### src/mmap_params.svh
// Constants for the memory map decoder
`ifndef MMAP_PARAMS_SVH
`define MMAP_PARAMS_SVH

`define ROM_VECTOR_TOP   14'h000f
`define ROM_ZPAGE_TOP    14'h003f
`define ROM_PATTERN_TOP  14'h0fff
`define ROM_TOP_DEFAULT  14'h3fff
`define RAM_REGMAP_TOP   10'h03f
`define RAM_ICB_TOP      10'h003
`define RAM_SFR1_LO      10'h004
`define RAM_SFR1_HI      10'h01f
`define RAM_FLAG_LO      10'h020
`define RAM_FLAG_HI      10'h023
`define RAM_SFR2_LO      10'h024
`define RAM_SCR_LO       10'h040
`define RAM_SCR_HI       10'h04f
`define RAM_DATA_LO      10'h050
`define RAM_DATA_TOP_DEF 10'h1ff
`define RAM_STACK_LO     10'h3c0
`define STACK_TOP        10'h3ff
`define STACK_STEP       10'h004
`define STACK_FIXED      4'hf

`endif

### src/mmap_pkg.sv
// Types for the memory map decoder
package mmap_pkg;

	typedef enum logic [2:0] {
		OP_NONE  = 3'b000,
		OP_DIGIT = 3'b001,
		OP_BITOP = 3'b010,
		OP_SCR   = 3'b011,
		OP_TABLE = 3'b100
	} access_e;

	typedef enum logic [2:0] {
		RG_ICB   = 3'b000,
		RG_SFR   = 3'b001,
		RG_FLAG  = 3'b010,
		RG_SCR   = 3'b011,
		RG_DATA  = 3'b100,
		RG_STACK = 3'b101,
		RG_HOLE  = 3'b110
	} region_e;

	typedef struct packed {
		logic [13:0] pc;
		logic        branch_condition_bit;
		logic        overflow_bit;
	} frame_s;

	typedef struct packed {
		logic [9:0] stack_index;
		logic       halted;
		logic       fetch_vec;
		logic       rom_ok;
		logic       ram_ok;
		logic       ram_we;
		logic [2:0] region;
		logic       push_we;
		logic [3:0] push_digit;
		logic [9:0] push_addr;
		logic       restore_flags;
		logic       undef_rd;
	} state_s;

endpackage

### src/mmap_decoder.sv
// Memory map decoder and stack control for a 4-bit core
`timescale 1ns/10ps
`include "mmap_params.svh"

// Behaviour
// - After reset or interrupt acknowledge, fetch comes from ROM vector region.
// - Short subroutine branch targets only zero-page subroutine region.
// - Table fetch reads any location of the pattern region.
// - Entire implemented ROM is program space; top set per variant.
// - Data RAM holds 384 or 512 four-bit digits by variant.
// - Lowest RAM addresses decode to the register-mapped overlay region.
// - Interrupt control bits only take bit set, clear and test.
// - Special function registers refuse bit manipulation operations.
// - Register flag range only takes bit set, clear and test.
// - Sixteen scratch registers reached by scratch load and swap.
// - General data starts above scratch area, ends at variant top.
// - Calls and interrupt entry save PC, condition and overflow bits.
// - Sixteen stack levels, four digits each.
// - Both returns restore PC; interrupt return also restores flags.
// - Unused stack locations act as ordinary data RAM.
// - Halt wake input leaves stop mode for active operation.
// - Stack index resets to top, moves by four, top nibble ones.
module mmap_decoder
	import mmap_pkg::*;
#(
	parameter logic [13:0] ROM_TOP  = `ROM_TOP_DEFAULT,
	parameter logic [9:0]  DATA_TOP = `RAM_DATA_TOP_DEF
)(
	// Clock and reset
	input  wire logic        CLK,
	input  wire logic        RESETN,
	// Core requests
	input  wire logic        FETCH,
	input  wire logic [13:0] FETCH_ADDR,
	input  wire logic        SHORT_CALL,
	input  wire logic        IRQ_ACK,
	input  wire logic        TABLE_RD,
	input  wire logic [13:0] TABLE_ADDR,
	input  wire logic        RAM_REQ,
	input  wire logic        RAM_WR,
	input  wire access_e     RAM_KIND,
	input  wire logic [9:0]  RAM_ADDR,
	input  wire logic        CALL_PUSH,
	input  wire frame_s      PUSH_FRAME,
	input  wire logic        RET_SUB,
	input  wire logic        RET_INT,
	input  wire logic        STACK_INIT,
	input  wire logic        HALT_REQ,
	// Pin
	input  wire logic        HALT_WAKE_INPUT,
	// Decoded answers
	output logic             FETCH_VECTOR,
	output logic             ROM_OK,
	output logic             RAM_OK,
	output logic             RAM_WE,
	output region_e          RAM_REGION,
	output logic             RAM_UNDEF,
	output logic [9:0]       STACK_INDEX,
	output logic             STACK_WE,
	output logic [9:0]       STACK_ADDR,
	output logic [3:0]       STACK_DIGIT,
	output logic             RESTORE_FLAGS,
	output logic             HALTED
);
	// ----------------------------------------------------------------
	// Reset and pin synchronisers
	// ----------------------------------------------------------------
	logic [1:0] rst_q;
	logic [1:0] wake_q;
	logic       rst_n;

	always_ff @(posedge CLK or negedge RESETN) begin
		if (!RESETN) begin
			rst_q <= 2'b00;
		end else begin
			rst_q <= {rst_q[0], 1'b1};
		end
	end
	assign rst_n = rst_q[1];

	always_ff @(posedge CLK or negedge rst_n) begin
		if (!rst_n) begin
			wake_q <= 2'b00;
		end else begin
			wake_q <= {wake_q[0], HALT_WAKE_INPUT};
		end
	end

	// ----------------------------------------------------------------
	// Decode functions
	// ----------------------------------------------------------------
	function automatic region_e ram_region(input logic [9:0] a);
		if (a <= `RAM_ICB_TOP) begin
			ram_region = RG_ICB;
		end else if (a >= `RAM_FLAG_LO && a <= `RAM_FLAG_HI) begin
			ram_region = RG_FLAG;
		end else if (a <= `RAM_REGMAP_TOP) begin
			ram_region = RG_SFR;
		end else if (a <= `RAM_SCR_HI) begin
			ram_region = RG_SCR;
		end else if (a <= DATA_TOP) begin
			ram_region = RG_DATA;
		end else if (a >= `RAM_STACK_LO) begin
			ram_region = RG_STACK;
		end else begin
			ram_region = RG_HOLE;
		end
	endfunction

	function automatic logic kind_ok(input region_e r, input access_e k);
		unique case (r)
			RG_ICB, RG_FLAG: kind_ok = (k == OP_BITOP);
			RG_SFR:          kind_ok = (k == OP_DIGIT);
			RG_SCR:          kind_ok = (k == OP_SCR) || (k == OP_DIGIT);
			RG_DATA, RG_STACK: kind_ok = (k == OP_DIGIT) || (k == OP_BITOP);
			default:         kind_ok = 1'b0;
		endcase
	endfunction

	// ----------------------------------------------------------------
	// Next state
	// ----------------------------------------------------------------
	state_s     s_q;
	state_s     s_d;
	region_e    reg_now;
	logic [1:0] push_cnt_q;
	logic [1:0] push_cnt_d;
	frame_s     frame_q;
	frame_s     frame_d;
	logic [3:0] digit_w;

	stack_level u_level (
		.frame    (frame_q),
		.sel      (push_cnt_q),
		.digits   (16'h0000),
		.digit    (digit_w),
		.unpacked ()
	);

	always_comb begin
		s_d        = s_q;
		push_cnt_d = push_cnt_q;
		frame_d    = frame_q;
		reg_now    = ram_region(RAM_ADDR);
		s_d.fetch_vec     = IRQ_ACK;
		s_d.rom_ok        = 1'b0;
		if (FETCH) begin
			s_d.rom_ok = (FETCH_ADDR <= ROM_TOP)
				&& (!SHORT_CALL || FETCH_ADDR <= `ROM_ZPAGE_TOP);
		end else if (TABLE_RD) begin
			s_d.rom_ok = (TABLE_ADDR <= `ROM_PATTERN_TOP);
		end
		s_d.region   = reg_now;
		s_d.ram_ok   = RAM_REQ && kind_ok(reg_now, RAM_KIND);
		s_d.ram_we   = RAM_REQ && RAM_WR && kind_ok(reg_now, RAM_KIND);
		s_d.undef_rd = RAM_REQ && !RAM_WR && (reg_now == RG_HOLE);
		s_d.restore_flags = RET_INT;
		s_d.push_we  = 1'b0;
		if (push_cnt_q != 2'b00 || s_q.push_we) begin
			s_d.push_we    = (push_cnt_q != 2'b00);
			s_d.push_digit = digit_w;
			s_d.push_addr  = s_q.stack_index - {8'h00, push_cnt_q};
			// The last write cycle only drops the strobe and holds off new stack ops
			if (push_cnt_q != 2'b00) begin
				push_cnt_d = push_cnt_q + 2'b01;
			end
			if (push_cnt_q == 2'b11) begin
				push_cnt_d = 2'b00;
				s_d.stack_index = {`STACK_FIXED,
					6'(s_q.stack_index[5:0] - `STACK_STEP)};
			end
		end else if (CALL_PUSH || IRQ_ACK) begin
			frame_d        = PUSH_FRAME;
			s_d.push_we    = 1'b1;
			s_d.push_digit = PUSH_FRAME[3:0];
			s_d.push_addr  = s_q.stack_index;
			push_cnt_d     = 2'b01;
		end else if (RET_SUB || RET_INT) begin
			s_d.stack_index = {`STACK_FIXED,
				6'(s_q.stack_index[5:0] + `STACK_STEP)};
		end
		if (STACK_INIT) begin
			s_d.stack_index = `STACK_TOP;
		end
		if (HALT_REQ) begin
			s_d.halted = 1'b1;
		end
		if (wake_q[1]) begin
			s_d.halted = 1'b0;
		end
	end

	// ----------------------------------------------------------------
	// State register
	// ----------------------------------------------------------------
	always_ff @(posedge CLK or negedge rst_n) begin
		if (!rst_n) begin
			s_q        <= '0;
			s_q.stack_index <= `STACK_TOP;
			s_q.fetch_vec   <= 1'b1;
			push_cnt_q <= 2'b00;
			frame_q    <= '0;
		end else begin
			s_q        <= s_d;
			push_cnt_q <= push_cnt_d;
			frame_q    <= frame_d;
		end
	end

	assign FETCH_VECTOR  = s_q.fetch_vec;
	assign ROM_OK        = s_q.rom_ok;
	assign RAM_OK        = s_q.ram_ok;
	assign RAM_WE        = s_q.ram_we;
	assign RAM_REGION    = region_e'(s_q.region);
	assign RAM_UNDEF     = s_q.undef_rd;
	assign STACK_INDEX   = s_q.stack_index;
	assign STACK_WE      = s_q.push_we;
	assign STACK_ADDR    = s_q.push_addr;
	assign STACK_DIGIT   = s_q.push_digit;
	assign RESTORE_FLAGS = s_q.restore_flags;
	assign HALTED        = s_q.halted;

	// ----------------------------------------------------------------
	// Checks
	// ----------------------------------------------------------------
	a_icb_bitonly: assert property (@(posedge CLK) disable iff (!rst_n)
		RAM_REQ && RAM_ADDR <= `RAM_ICB_TOP && RAM_KIND != OP_BITOP |=> !RAM_OK)
		else $error("interrupt bits took a non-bit access");
	a_sfr_nobit: assert property (@(posedge CLK) disable iff (!rst_n)
		RAM_REQ && RAM_ADDR >= `RAM_SFR2_LO && RAM_ADDR <= `RAM_REGMAP_TOP
		&& RAM_KIND == OP_BITOP |=> !RAM_OK)
		else $error("special register took a bit operation");
	a_flag_bitonly: assert property (@(posedge CLK) disable iff (!rst_n)
		RAM_REQ && RAM_ADDR >= `RAM_FLAG_LO && RAM_ADDR <= `RAM_FLAG_HI
		&& RAM_KIND == OP_DIGIT |=> !RAM_OK)
		else $error("flag area took a digit access");
	a_scr_ok: assert property (@(posedge CLK) disable iff (!rst_n)
		RAM_REQ && RAM_ADDR >= `RAM_SCR_LO && RAM_ADDR <= `RAM_SCR_HI
		&& RAM_KIND == OP_SCR |=> RAM_OK && RAM_REGION == RG_SCR)
		else $error("scratch access refused");
	a_hole_nowr: assert property (@(posedge CLK) disable iff (!rst_n)
		RAM_REQ && RAM_ADDR > DATA_TOP && RAM_ADDR < `RAM_STACK_LO |=> !RAM_WE)
		else $error("write reached unimplemented ram");
	a_zpage_call: assert property (@(posedge CLK) disable iff (!rst_n)
		FETCH && SHORT_CALL && FETCH_ADDR > `ROM_ZPAGE_TOP |=> !ROM_OK)
		else $error("short call left zero page");
	a_push_four: assert property (@(posedge CLK) disable iff (!rst_n)
		STACK_WE && STACK_ADDR == STACK_INDEX |=> STACK_WE [*3] ##1
		STACK_INDEX == $past(STACK_INDEX, 4) - `STACK_STEP)
		else $error("push did not write four digits");
	a_index_top: assert property (@(posedge CLK) disable iff (!rst_n)
		STACK_INDEX[9:6] == `STACK_FIXED)
		else $error("stack index left its top nibble");
	a_wake: assert property (@(posedge CLK) disable iff (!rst_n)
		wake_q[1] |=> !HALTED)
		else $error("wake did not leave stop mode");

	logic stack_idle;
	assign stack_idle = (push_cnt_q == 2'b00) && !s_q.push_we;

	a_vec_irq: assert property (@(posedge CLK) disable iff (!rst_n)
		IRQ_ACK |=> FETCH_VECTOR)
		else $error("interrupt did not select the vector region");
	a_zpage_in: assert property (@(posedge CLK) disable iff (!rst_n)
		FETCH && SHORT_CALL && FETCH_ADDR <= `ROM_ZPAGE_TOP |=> ROM_OK)
		else $error("short call inside zero page refused");
	a_table_pat: assert property (@(posedge CLK) disable iff (!rst_n)
		!FETCH && TABLE_RD && TABLE_ADDR <= `ROM_PATTERN_TOP |=> ROM_OK)
		else $error("table fetch inside pattern area refused");
	a_table_out: assert property (@(posedge CLK) disable iff (!rst_n)
		!FETCH && TABLE_RD && TABLE_ADDR > `ROM_PATTERN_TOP |=> !ROM_OK)
		else $error("table fetch outside pattern area taken");
	a_rom_in: assert property (@(posedge CLK) disable iff (!rst_n)
		FETCH && !SHORT_CALL && FETCH_ADDR <= ROM_TOP |=> ROM_OK)
		else $error("fetch inside implemented rom refused");
	a_rom_out: assert property (@(posedge CLK) disable iff (!rst_n)
		FETCH && FETCH_ADDR > ROM_TOP |=> !ROM_OK)
		else $error("fetch above implemented rom taken");
	a_regmap_low: assert property (@(posedge CLK) disable iff (!rst_n)
		RAM_REQ && RAM_ADDR <= `RAM_REGMAP_TOP |=> RAM_REGION inside {RG_ICB, RG_SFR, RG_FLAG})
		else $error("low ram address missed the register area");
	a_icb_bit: assert property (@(posedge CLK) disable iff (!rst_n)
		RAM_REQ && RAM_ADDR <= `RAM_ICB_TOP && RAM_KIND == OP_BITOP |=> RAM_OK)
		else $error("interrupt bits refused a bit operation");
	a_sfr1_nobit: assert property (@(posedge CLK) disable iff (!rst_n)
		RAM_REQ && RAM_ADDR >= `RAM_SFR1_LO && RAM_ADDR <= `RAM_SFR1_HI
		&& RAM_KIND == OP_BITOP |=> !RAM_OK)
		else $error("lower special register took a bit operation");
	a_flag_bit: assert property (@(posedge CLK) disable iff (!rst_n)
		RAM_REQ && RAM_ADDR >= `RAM_FLAG_LO && RAM_ADDR <= `RAM_FLAG_HI
		&& RAM_KIND == OP_BITOP |=> RAM_OK && RAM_REGION == RG_FLAG)
		else $error("flag area refused a bit operation");
	a_data_ok: assert property (@(posedge CLK) disable iff (!rst_n)
		RAM_REQ && RAM_ADDR >= `RAM_DATA_LO && RAM_ADDR <= DATA_TOP
		&& RAM_KIND == OP_DIGIT |=> RAM_OK && RAM_REGION == RG_DATA)
		else $error("data area refused a digit access");
	a_stack_data: assert property (@(posedge CLK) disable iff (!rst_n)
		RAM_REQ && RAM_ADDR >= `RAM_STACK_LO && RAM_KIND == OP_DIGIT
		|=> RAM_OK && RAM_REGION == RG_STACK)
		else $error("stack area refused a digit access");
	a_hole_undef: assert property (@(posedge CLK) disable iff (!rst_n)
		RAM_REQ && !RAM_WR && RAM_ADDR > DATA_TOP && RAM_ADDR < `RAM_STACK_LO |=> RAM_UNDEF)
		else $error("read of unimplemented ram not flagged");
	a_push_start: assert property (@(posedge CLK) disable iff (!rst_n)
		stack_idle && (CALL_PUSH || IRQ_ACK) |=> STACK_WE && STACK_ADDR == $past(STACK_INDEX))
		else $error("push did not start at the stack index");
	a_pop_step: assert property (@(posedge CLK) disable iff (!rst_n)
		stack_idle && !CALL_PUSH && !IRQ_ACK && (RET_SUB || RET_INT) && !STACK_INIT
		|=> STACK_INDEX[5:0] == 6'($past(STACK_INDEX) + `STACK_STEP))
		else $error("pop did not move the stack index up");
	a_ret_flags: assert property (@(posedge CLK) disable iff (!rst_n)
		RET_SUB || RET_INT |=> RESTORE_FLAGS == $past(RET_INT))
		else $error("flag restore does not match return kind");
	a_init_top: assert property (@(posedge CLK) disable iff (!rst_n)
		STACK_INIT |=> STACK_INDEX == `STACK_TOP)
		else $error("stack index not set to top");
	a_halt_enter: assert property (@(posedge CLK) disable iff (!rst_n)
		HALT_REQ && !wake_q[1] |=> HALTED)
		else $error("halt request did not enter stop mode");
endmodule

### src/stack_level.sv
// Splits one saved frame into four digits and packs four digits back
`timescale 1ns/10ps
module stack_level
	import mmap_pkg::*;
(
	// Frame to be saved
	input  wire frame_s     frame,
	input  wire logic [1:0] sel,
	// Digits being restored
	input  wire logic [15:0] digits,
	output logic [3:0]       digit,
	output frame_s           unpacked
);
	always_comb begin
		unique case (sel)
			2'b00: digit = frame[3:0];
			2'b01: digit = frame[7:4];
			2'b10: digit = frame[11:8];
			2'b11: digit = frame[15:12];
		endcase
	end

	assign unpacked = frame_s'(digits);
endmodule
### config.mk
export PLATFORM = sky130hd
export DESIGN_NAME = mmap_decoder
export DESIGN_NICKNAME = d
export VERILOG_FILES = /design/src/mmap_pkg.sv /design/src/mmap_decoder.sv /design/src/stack_level.sv
export VERILOG_INCLUDE_DIRS = /design/src
export SDC_FILE = /design/constraint.sdc
export NUM_CORES = 1
export LEC_CHECK = 0
export ABC_CLOCK_PERIOD_IN_PS = 4100
export BUFFER_PORTS_ARGS = -buffer_cell sky130_fd_sc_hd__buf_4
export CORE_UTILIZATION = 50
export DETAILED_ROUTE_END_ITERATION = 7
export PLACE_DENSITY = 0.84
export RECOVER_POWER = 50
export SLEW_MARGIN = 20
export SYNTH_ARGS = -nofsm -noshare
export SYNTH_HDL_FRONTEND = slang
export SYNTH_HIERARCHICAL = 1
export SYNTH_SLANG_ARGS = --single-unit
### constraint.sdc
create_clock -name CLK -period 4.1 [get_ports CLK]
set_input_delay 0.82 -clock CLK [delete_from_list [all_inputs] [get_ports CLK]]
set_output_delay 0.82 -clock CLK [all_outputs]
set_load 0.01 [all_outputs]
-- Yosys cells after proc, flatten, opt, wreduce, memory -nomap -nowiden
Cells that the tools add are included.
- input bits: 71
- output and inout bits: 35
- logic and storage cells: 97
- bits in read-only memories: 0
- bits in latches: 0
- bits in writable memories: 0
- register bits: 57
- memories: 0
- equality and inequality tests: 15
- magnitude comparators: 10
- reductions and logical operators: 26
- add/sub/neg operators: 4
- bitwise logic cells: 1
- muxes and demuxes: 23
- divide/modulo/power cells: 0
- shift operators: 0
- multipliers: 0
- operators with widths (operator ; count):
    $mux W10 ; 5
    $mux W15 ; 2
    $le A10 B6 Y1 const B ; 2
    $pmux W4 S4 ; 1
    $le A14 B12 Y1 const B ; 1
    $le A14 B14 Y1 const B ; 1
    $le A14 B6 Y1 const B ; 1
    $eq A3 B2 Y1 const B ; 4
    $mux W2 ; 6
    $mux W3 ; 4
    $ge A10 B10 Y1 const B ; 1
    $ge A10 B6 Y1 const B ; 1
    $le A10 B2 Y1 const B ; 1
    $le A10 B7 Y1 const B ; 1
    $le A10 B9 Y1 const B ; 1
    $sub A10 B2 Y10 ; 1
    $eq A3 B3 Y1 const B ; 3
    $logic_and A1 B1 Y1 ; 7
    $add A6 B3 Y6 const B ; 1
    $eq A3 B1 Y1 const B ; 2
    $logic_or A1 B1 Y1 ; 6
    $ne A3 B2 Y1 const B ; 2
    $reduce_bool A2 Y1 ; 3
    $sub A6 B3 Y6 const B ; 1
    14 further kinds ; 21

-- Longest topological paths before layout
Gate-level depths: netlist (run 1).
- depth after elaboration: 11
- gate-level depth with buffers: 11
- gate-level depth less buffers: 9

-- Cells and area by module
Netlist (run 1), hierarchy kept.
- by module, submodules not included (module ; instances ; seq. area each (µm²) ; area each (µm²) ; cells each):
    mmap_decoder ; 1 ; 1258.7 ; 2296.0 ; 227
    stack_level ; 1 ; 0.0 ; 225.2 ; 20

-- Least setup slack after synthesis (run 1)
OpenSTA, ideal clock, no wires.
- kind: flip-flop to flip-flop
- from: reg push_cnt_q[0]
- to: reg s_q (netlist bit STACK_INDEX[5])
- slack: 1.540 ns
- arrival time: 2.488 ns
- data required time: 4.028 ns
- cell stages (with the launch flop): 12
- period minus slack after synthesis: 2.560 ns
- library setup time: 0.072 ns
- path buffers: 2
- cell sequence: dfrtp_1 > inv_1 > ha_1 > nor2b_4 > buf_6 > inv_2 > clkbuf_1 > ha_1 > a21o_1 > a21o_1 > o221a_2 > o21ai_1
- cells in the longest elaborated chain, start to end: 4
- elaborated cells between the ends (all ways): 9
- those cells by class: eq/ne: 3; mux: 2; reduce/logical: 4
- RTL lines (item ; line ; RTL):
    start, declared ; mmap_decoder.sv:126 ; logic [1:0] push_cnt_q;
    start signal, assigned ; mmap_decoder.sv:205 ; push_cnt_q <= push_cnt_d;
    $reduce_bool A2 Y1 ; mmap_decoder.sv:159 ; if (push_cnt_q != 2'b00 || s_q.push_we) begin
    $logic_or A1 B1 Y1 ; mmap_decoder.sv:159 ;
    $ne A3 B2 Y1 (no source line) (tied with other cells) ; - ;
    $reduce_and A3 Y1 (no source line) or $mux W10 (tied branches) ; - ;
    end, declared ; mmap_decoder.sv:123 ; state_s s_q;
Several ways; a longest one is shown, not always the timed one.
A chain may end at the register's enable or synchronous reset.

-- Final worst setup path (run 1)
Ends and elaborated chain as after synthesis.

==> results of run 1 <==
[sequential cells by signal, summed over array words and instances (netlist names)]
name           cells
HALTED             1
STACK_ADDR         8
STACK_INDEX        5
frame_q           16
RESTORE_FLAGS      1
push_cnt_q         2
RAM_REGION         3
RAM_UNDEF          1
ROM_OK             1
RAM_OK             1
rst_q              2
STACK_DIGIT        4
wake_q             2
STACK_WE           1
RAM_WE             1
FETCH_VECTOR       1
[power breakdown]
part	total [µW]	internal (µW)	switching [µW]
logic	612	323	289
registers	794	659	134
clock network	357	199	158
[layout make-up]
cell class                      count  area share
Tap cell                           52      0.0210
Clock buffer                        7      0.0278
Inverter                            8     0.00967
Multi-Input combinational cell    163       0.335
Timing Repair Buffer               82       0.191
Clock inverter                      1     0.00967
Sequential cell                    50       0.405
[per-layer routing]
metal / vias to the layer above / routed length (µm)
met3: 9 / 357
li1: 947 / -
met2: 74 / 2370
met5: - / 0
met1: 863 / 1930
met4: 0 / 102
[path summary, 6_finish.rpt]
check                                             end                 startpoint  cells after the start
setup / recovery           STACK_INDEX[5]$_DFFE_PN1P_  push_cnt_q[0]$_DFFE_PN0P_                      9
hold / removal                     rst_q[0]$_DFF_PN0_                     RESETN                      1
max in group asynchronous   STACK_ADDR[6]$_DFFE_PN0P_         rst_q[1]$_DFF_PN0_                      0
setup reg to reg           STACK_INDEX[5]$_DFFE_PN1P_  push_cnt_q[0]$_DFFE_PN0P_                      9
min in group CLK                   rst_q[1]$_DFF_PN0_         rst_q[0]$_DFF_PN0_                      0
hold reg to reg                    rst_q[1]$_DFF_PN0_         rst_q[0]$_DFF_PN0_                      0
[worst max-delay path, cell delays in order, from the launching register on]
cell and delay [ns]:
dfrtp_1 0.61, inv_1 0.09, ha_1 0.27, nor2b_4 0.17
inv_2 0.27, ha_1 0.30, a21o_1 0.18, a21o_1 0.19
o221a_2 0.26, o21ai_1 0.12
[per-stage QoR]
step           utilization  instance area (µm²)  power [µW]  hold slack, ns
2_1_floorplan            -                 2410        1190           0.331
3_3_place_gp         0.673                 3010        1390           0.332
3_5_place_dp         0.673                 3010        1420           0.347
4_1_cts              0.699                 3130        1780           0.266
5_1_grt              0.694                 3100        1900           0.271
6_report             0.694                 3100        1760           0.285
==> run summary, run 1 <==
The tools report the die area as 5080 µm². 0 antenna diodes ended up in the layout. Using the TritonRoute via totals, the vias-per-cell ratio works out to 5.21. The total of max-cap violations was 1. After floorplanning, the core was divided into 24 placement rows. The run gives 336 as the number of fillers in the final layout. The critical path in this run is classified as reg -> reg. The share of final-layout standard cells stronger than drive strength 1 was 0.302.

The routing usage on met1 was 0.251. The analysis attributes to cell leakage a power of 0.00150 µW. Summed over all layers, the global routing overflow is 0.

The initial antenna violation count was 0; the data required time at the worst endpoint was 4.33 ns. After clock tree synthesis, the clock-pin slew on the worst setup and hold paths is 0.09 ns. The library cell used most frequently in the layout, excluding fill and tap cells, is buf_4. The smallest clock period supported by the final layout is computed as 2.53 ns.

The worst setup path is captured at a register. For this design, the CTS-stage hold fixing added 0 buffers. The clock passes through at most 2 buffers. The flow ran to the end, but the final reports show violations. The final weighted congestion in routability-driven placement is 0.731, and the number of hold violations in the final report is 0.

For the worst setup path, the data arrival time is 2.76 ns. The net total in the final layout came out at 389. The tools report the number of sinks on the clock net as 50. The core region is 4470 µm².

For the starting density of the core, the log shows 0.536. The met3 demand-to-capacity share in global routing came out at 0.0661. In this run the count of I/O pins placed on the die edge is 106. The residual antenna-violating net count after detailed routing was 0; the maximum fanout count along the critical path was 21.

The synthesized area divided by synthesized cell count was 10.4 µm². The tools report the starting DRC count in detailed routing as 95. Kind of start point of the critical path: a register.

The run gives 1.61 ns as the worst-case setup slack after placement. CTS placed an instance of clkbuf_8 at the clock tree root. The logs give 395 MHz for the fmax and 0.360 for the met2 track utilization from global routing. VDD sags by at most 0.000297 V. For the register area, the log shows 1260 µm².

met2 is the most crowded layer. Summing every instance area after synthesis gives 2400 µm². The clock reaches the later pin of the worst-skew pair after 0.31 ns. After technology mapping, the gate count stands at 230. For the count of TritonRoute iterations in the first routing pass, the log shows 6. Across all setup checks in the final design, the least slack found is 1.57 ns. For the HPWL after detailed placement, the log shows 3.58 mm. The final clock period utilization by the worst path came out at 0.617.

The number of global-route vias before repair came out at 1853. Setup repair after global routing left no endpoint under its margin. For the DRC violation count after routing, the log shows 4. Entering global routing, the biggest net connects 49 pins. The finished layout holds 363 standard cells, fillers aside. Once the clock tree was built, the setup fixing pass inserted 0 buffers. The run gives 6 as the Yosys warning count.

The footprint of the multi-input gates came out at 1040 µm². The vertical die dimension was 71.2 µm. Setup slack on the worst reg-to-reg path comes out at 1.57 ns. During placement, the flow inserted port buffers numbering 81.

The tools report the number of CTS-inserted buffers as 5. Power spread over the standard cell area amounts to 568 nW/µm². Adding up every negative setup slack in the final design gives 0 ns.

The floorplan step set the die width to 71.2 µm. For the pin with the worst max-slew slack, the measured transition is 1.84 ns. Dividing the detail-routed wire length by the instance count gives 13.1 µm. After detailed placement, the design holds a cell count of 355. The final route contains 1893 vias.

The max-slew headroom at the worst pin was -0.225; the max-slew violation count was 49. The setup clock skew after layout was 0.0102 ns; the layout overhead on the synthesized area was 29.5%. In this run the worst hold path is classified as in -> async. Setup violations remaining at the end of the flow were counted as 0. Gates resized during post-CTS repair numbered 0.

The H-tree was split into 2 levels. The first global-routing pass estimated 8.22 mm of wire. The checks that failed: DRC, capacitance limit, slew limit. For this block, the routed nets add up to 4.76 mm of wire.

The total routing usage reported by global routing came out at 0.211. TritonCTS built the clock tree. The library cells used most frequently in the layout, excluding fill and tap cells, are 71 x buf_4, 65 x nand2_1, 44 x dfrtp_1.
Power figures use the tool's default switching activity.
==> inputs of run 2 (changes only) <==
--- a/config.mk
+++ b/config.mk
@@ -6,11 +6,11 @@
 export SDC_FILE = /design/constraint.sdc
 export NUM_CORES = 1
 export LEC_CHECK = 0
-export ABC_CLOCK_PERIOD_IN_PS = 4100
+export ABC_CLOCK_PERIOD_IN_PS = 2150
 export BUFFER_PORTS_ARGS = -buffer_cell sky130_fd_sc_hd__buf_4
-export CORE_UTILIZATION = 50
+export CORE_UTILIZATION = 43
 export DETAILED_ROUTE_END_ITERATION = 7
-export PLACE_DENSITY = 0.84
+export PLACE_DENSITY = 0.77
 export RECOVER_POWER = 50
 export SLEW_MARGIN = 20
 export SYNTH_ARGS = -nofsm -noshare
==> constraint.sdc (replaced) <==
create_clock -name CLK -period 2.15 [get_ports CLK]
set_input_delay 0.43 -clock CLK [delete_from_list [all_inputs] [get_ports CLK]]
set_output_delay 0.43 -clock CLK [all_outputs]
set_load 0.01 [all_outputs]
==> run summary, run 2 (synthesis results as in run 1) <==
The logs give 398 for the net total in the final layout and 26 for the cell row count. The power per standard cell area works out to 1080 nW/µm². The share of final-layout standard cells stronger than drive strength 1 came out at 0.322. The post-route total power is 3460 µW, and the max-slew violation count is 0.

The maximum number of pins on one net before global-route repair was 26; the number of global-route vias before repair was 2011. For this block, the routed nets add up to 5.22 mm of wire. The library cells used most frequently in the layout, excluding fill and tap cells, are 78 x buf_4, 65 x nand2_1, 42 x dfrtp_1.

Summed over all nets, the half-perimeter wirelength after detailed placement is 4.05 mm. Clock-pin slew was measured on the worst setup and hold paths at 0.09 ns. The H-tree generated during clock tree synthesis spans 2 levels. The first detailed-routing pass ran for 4 iterations.

Clock root buffer: clkbuf_8. STA puts the critical path data arrival time at 2.28 ns. The first global-routing pass estimated 8.83 mm of wire. The final clock period utilization by the worst path came out at 0.953. Number of hold violations in the final report: 0. Peak supply drop: 0.000466 V. For the number of placed I/O pins, the log shows 106.

In this run the deepest clock path goes through 2 buffers. Residual antenna-violating net count after detailed routing: 0. For the post-cts repair resize count, the log shows 0.

STA classifies the critical path endpoint as a register. Die area: 5880 µm². Ranked by flip-flop count, first place goes to frame_q.

The total routing usage reported by global routing is 0.194. In this run the worst hold path is classified as in -> reg. 0 antenna diodes ended up in the layout. For the final database, setup skew stands at 0.00815 ns.

The layout overhead on the synthesized area came out at 33.8%. TritonCTS built the clock tree. The kind of start point of the critical path was a register. The starting density of the core came out at 0.458. The logs give 5 for the number of CTS-inserted buffers and 0 for the global-route congestion overflow total. Setup repair after global routing left no endpoint under its margin. The number of vias after detailed routing was 1983; the count of endpoints failing setup in the final report was 0. The final weighted congestion in routability-driven placement was 0.765; the area inside the core boundary was 5240 µm². In this run the worst path has a maximum fanout of 7. The static leakage was 0.00153 µW; the number of flip-flops in the largest register was 16. Setup total negative slack on the finished layout was measured at 0 ns.

The die boundary width is 76.7 µm, and the average detailed-routed wire length per instance is 13.4 µm. Timing would allow up to 488 MHz. The run finished with clean final reports.

Quantity of hold-fixing buffers added after cts: 1. At the worst endpoint, the required time is 2.38 ns. The initial antenna violation count came out at 0. Starting DRC count in detailed routing: 77. For this design, the sink count on the clock tree is 50. The tools report the max-slew headroom at the worst pin as 0.350.

Leaving out fill and tap cells, the most frequent cell in the layout is buf_4. After detailed routing, the number of remaining DRC violations is 0. The number of setup buffers added after CTS is 0.

Across the run, the number of max-cap violations was 0. For the pin with the worst max-slew slack, the measured transition is 0.975 ns. The time the worst path needs with I/O delays and setup was 2.05 ns; the count of input and output buffers was 81. The path type of the worst setup path is reg -> reg.

In the routed layout, each cell is associated on average with a via count of 5.08. The vertical die dimension came out at 76.7 µm. The clock latency reported for the late side of the worst-skew pair was 0.30 ns.
## run 2: cell types whose count changed in the layout (fill, tap and decap cells not counted), sizes merged
| cell | previous run | this run |
|---|---|---|
| buf | 71 | 78 |
| clkbuf | 18 | 19 |
| dlygate4sd3 | 0 | 1 |
## run 2: through the flow
step | std cells | hold slack [ns] | area, µm² | util | setup WS [ns]
final | 390 | 0.261 | 3210 | 0.613 | 0.102
after global routing | 390 | 0.241 | 3210 | 0.613 | 0.0318
after detailed placement | 381 | 0.214 | 3130 | 0.597 | 0.132
after floorplan | 234 | 0.134 | 2450 | - | 0.0358
after global placement | 381 | 0.213 | 3130 | 0.597 | 0.163
after CTS | 390 | 0.223 | 3240 | 0.619 | 0.105
## run 2: cell type report
cell class / count / area [µm²]
multi-input combinational: 163 / 1070
sequential: 50 / 1260
clock inverter: 1 / 30.0
fill: 469 / 2030
timing repair buffer: 91 / 652
clock buffer: 7 / 76.3
tap: 70 / 87.6
inverter: 8 / 35.0
## run 2: critical path, stage by stage, from the launching register on
cell     delay (ns)
dfrtp_2        0.42
inv_2          0.09
ha_4           0.16
nor2b_4        0.26
inv_6          0.07
ha_4           0.21
a21o_1         0.20
a21o_1         0.17
o221a_2        0.26
o21ai_1        0.13
## run 2: routing by layer
layer | vias up | GRT usage | part of all wire
met1 | 944 | 0.205 | 0.40
met5 | - | 0 | 0
met2 | 68 | 0.363 | 0.53
met3 | 5 | 0.0548 | 0.058
met4 | 0 | 0.0731 | 0.014
li1 | 966 | - | -
## run 2: path summary, 6_finish.rpt
check | startpoint | endpoint | slack [ns] | cells past startpoint
worst max-delay path | push_cnt_q[1]$_DFFE_PN0P_ | STACK_INDEX[5]$_DFFE_PN1P_ | 0.10 | 9
worst min-delay path | HALT_WAKE_INPUT | wake_q[0]$_DFF_PN0_ | 0.26 | 1
worst max register to register | push_cnt_q[1]$_DFFE_PN0P_ | STACK_INDEX[5]$_DFFE_PN1P_ | 0.10 | 9
worst min register to register | wake_q[0]$_DFF_PN0_ | wake_q[1]$_DFF_PN0_ | 0.35 | 0
max in group asynchronous | rst_q[1]$_DFF_PN0_ | STACK_ADDR[6]$_DFFE_PN0P_ | 0.58 | 1
min in group asynchronous | rst_q[1]$_DFF_PN0_ | frame_q[3]$_DFFE_PN0P_ | 0.41 | 0
## run 2: report_power, final
group / internal (µW) / total [µW] / switching [µW]
logic: 689 / 1340 / 654
clock network: 348 / 647 / 298
registers: 1260 / 1470 / 208
total: 2300 / 3460 / 1160
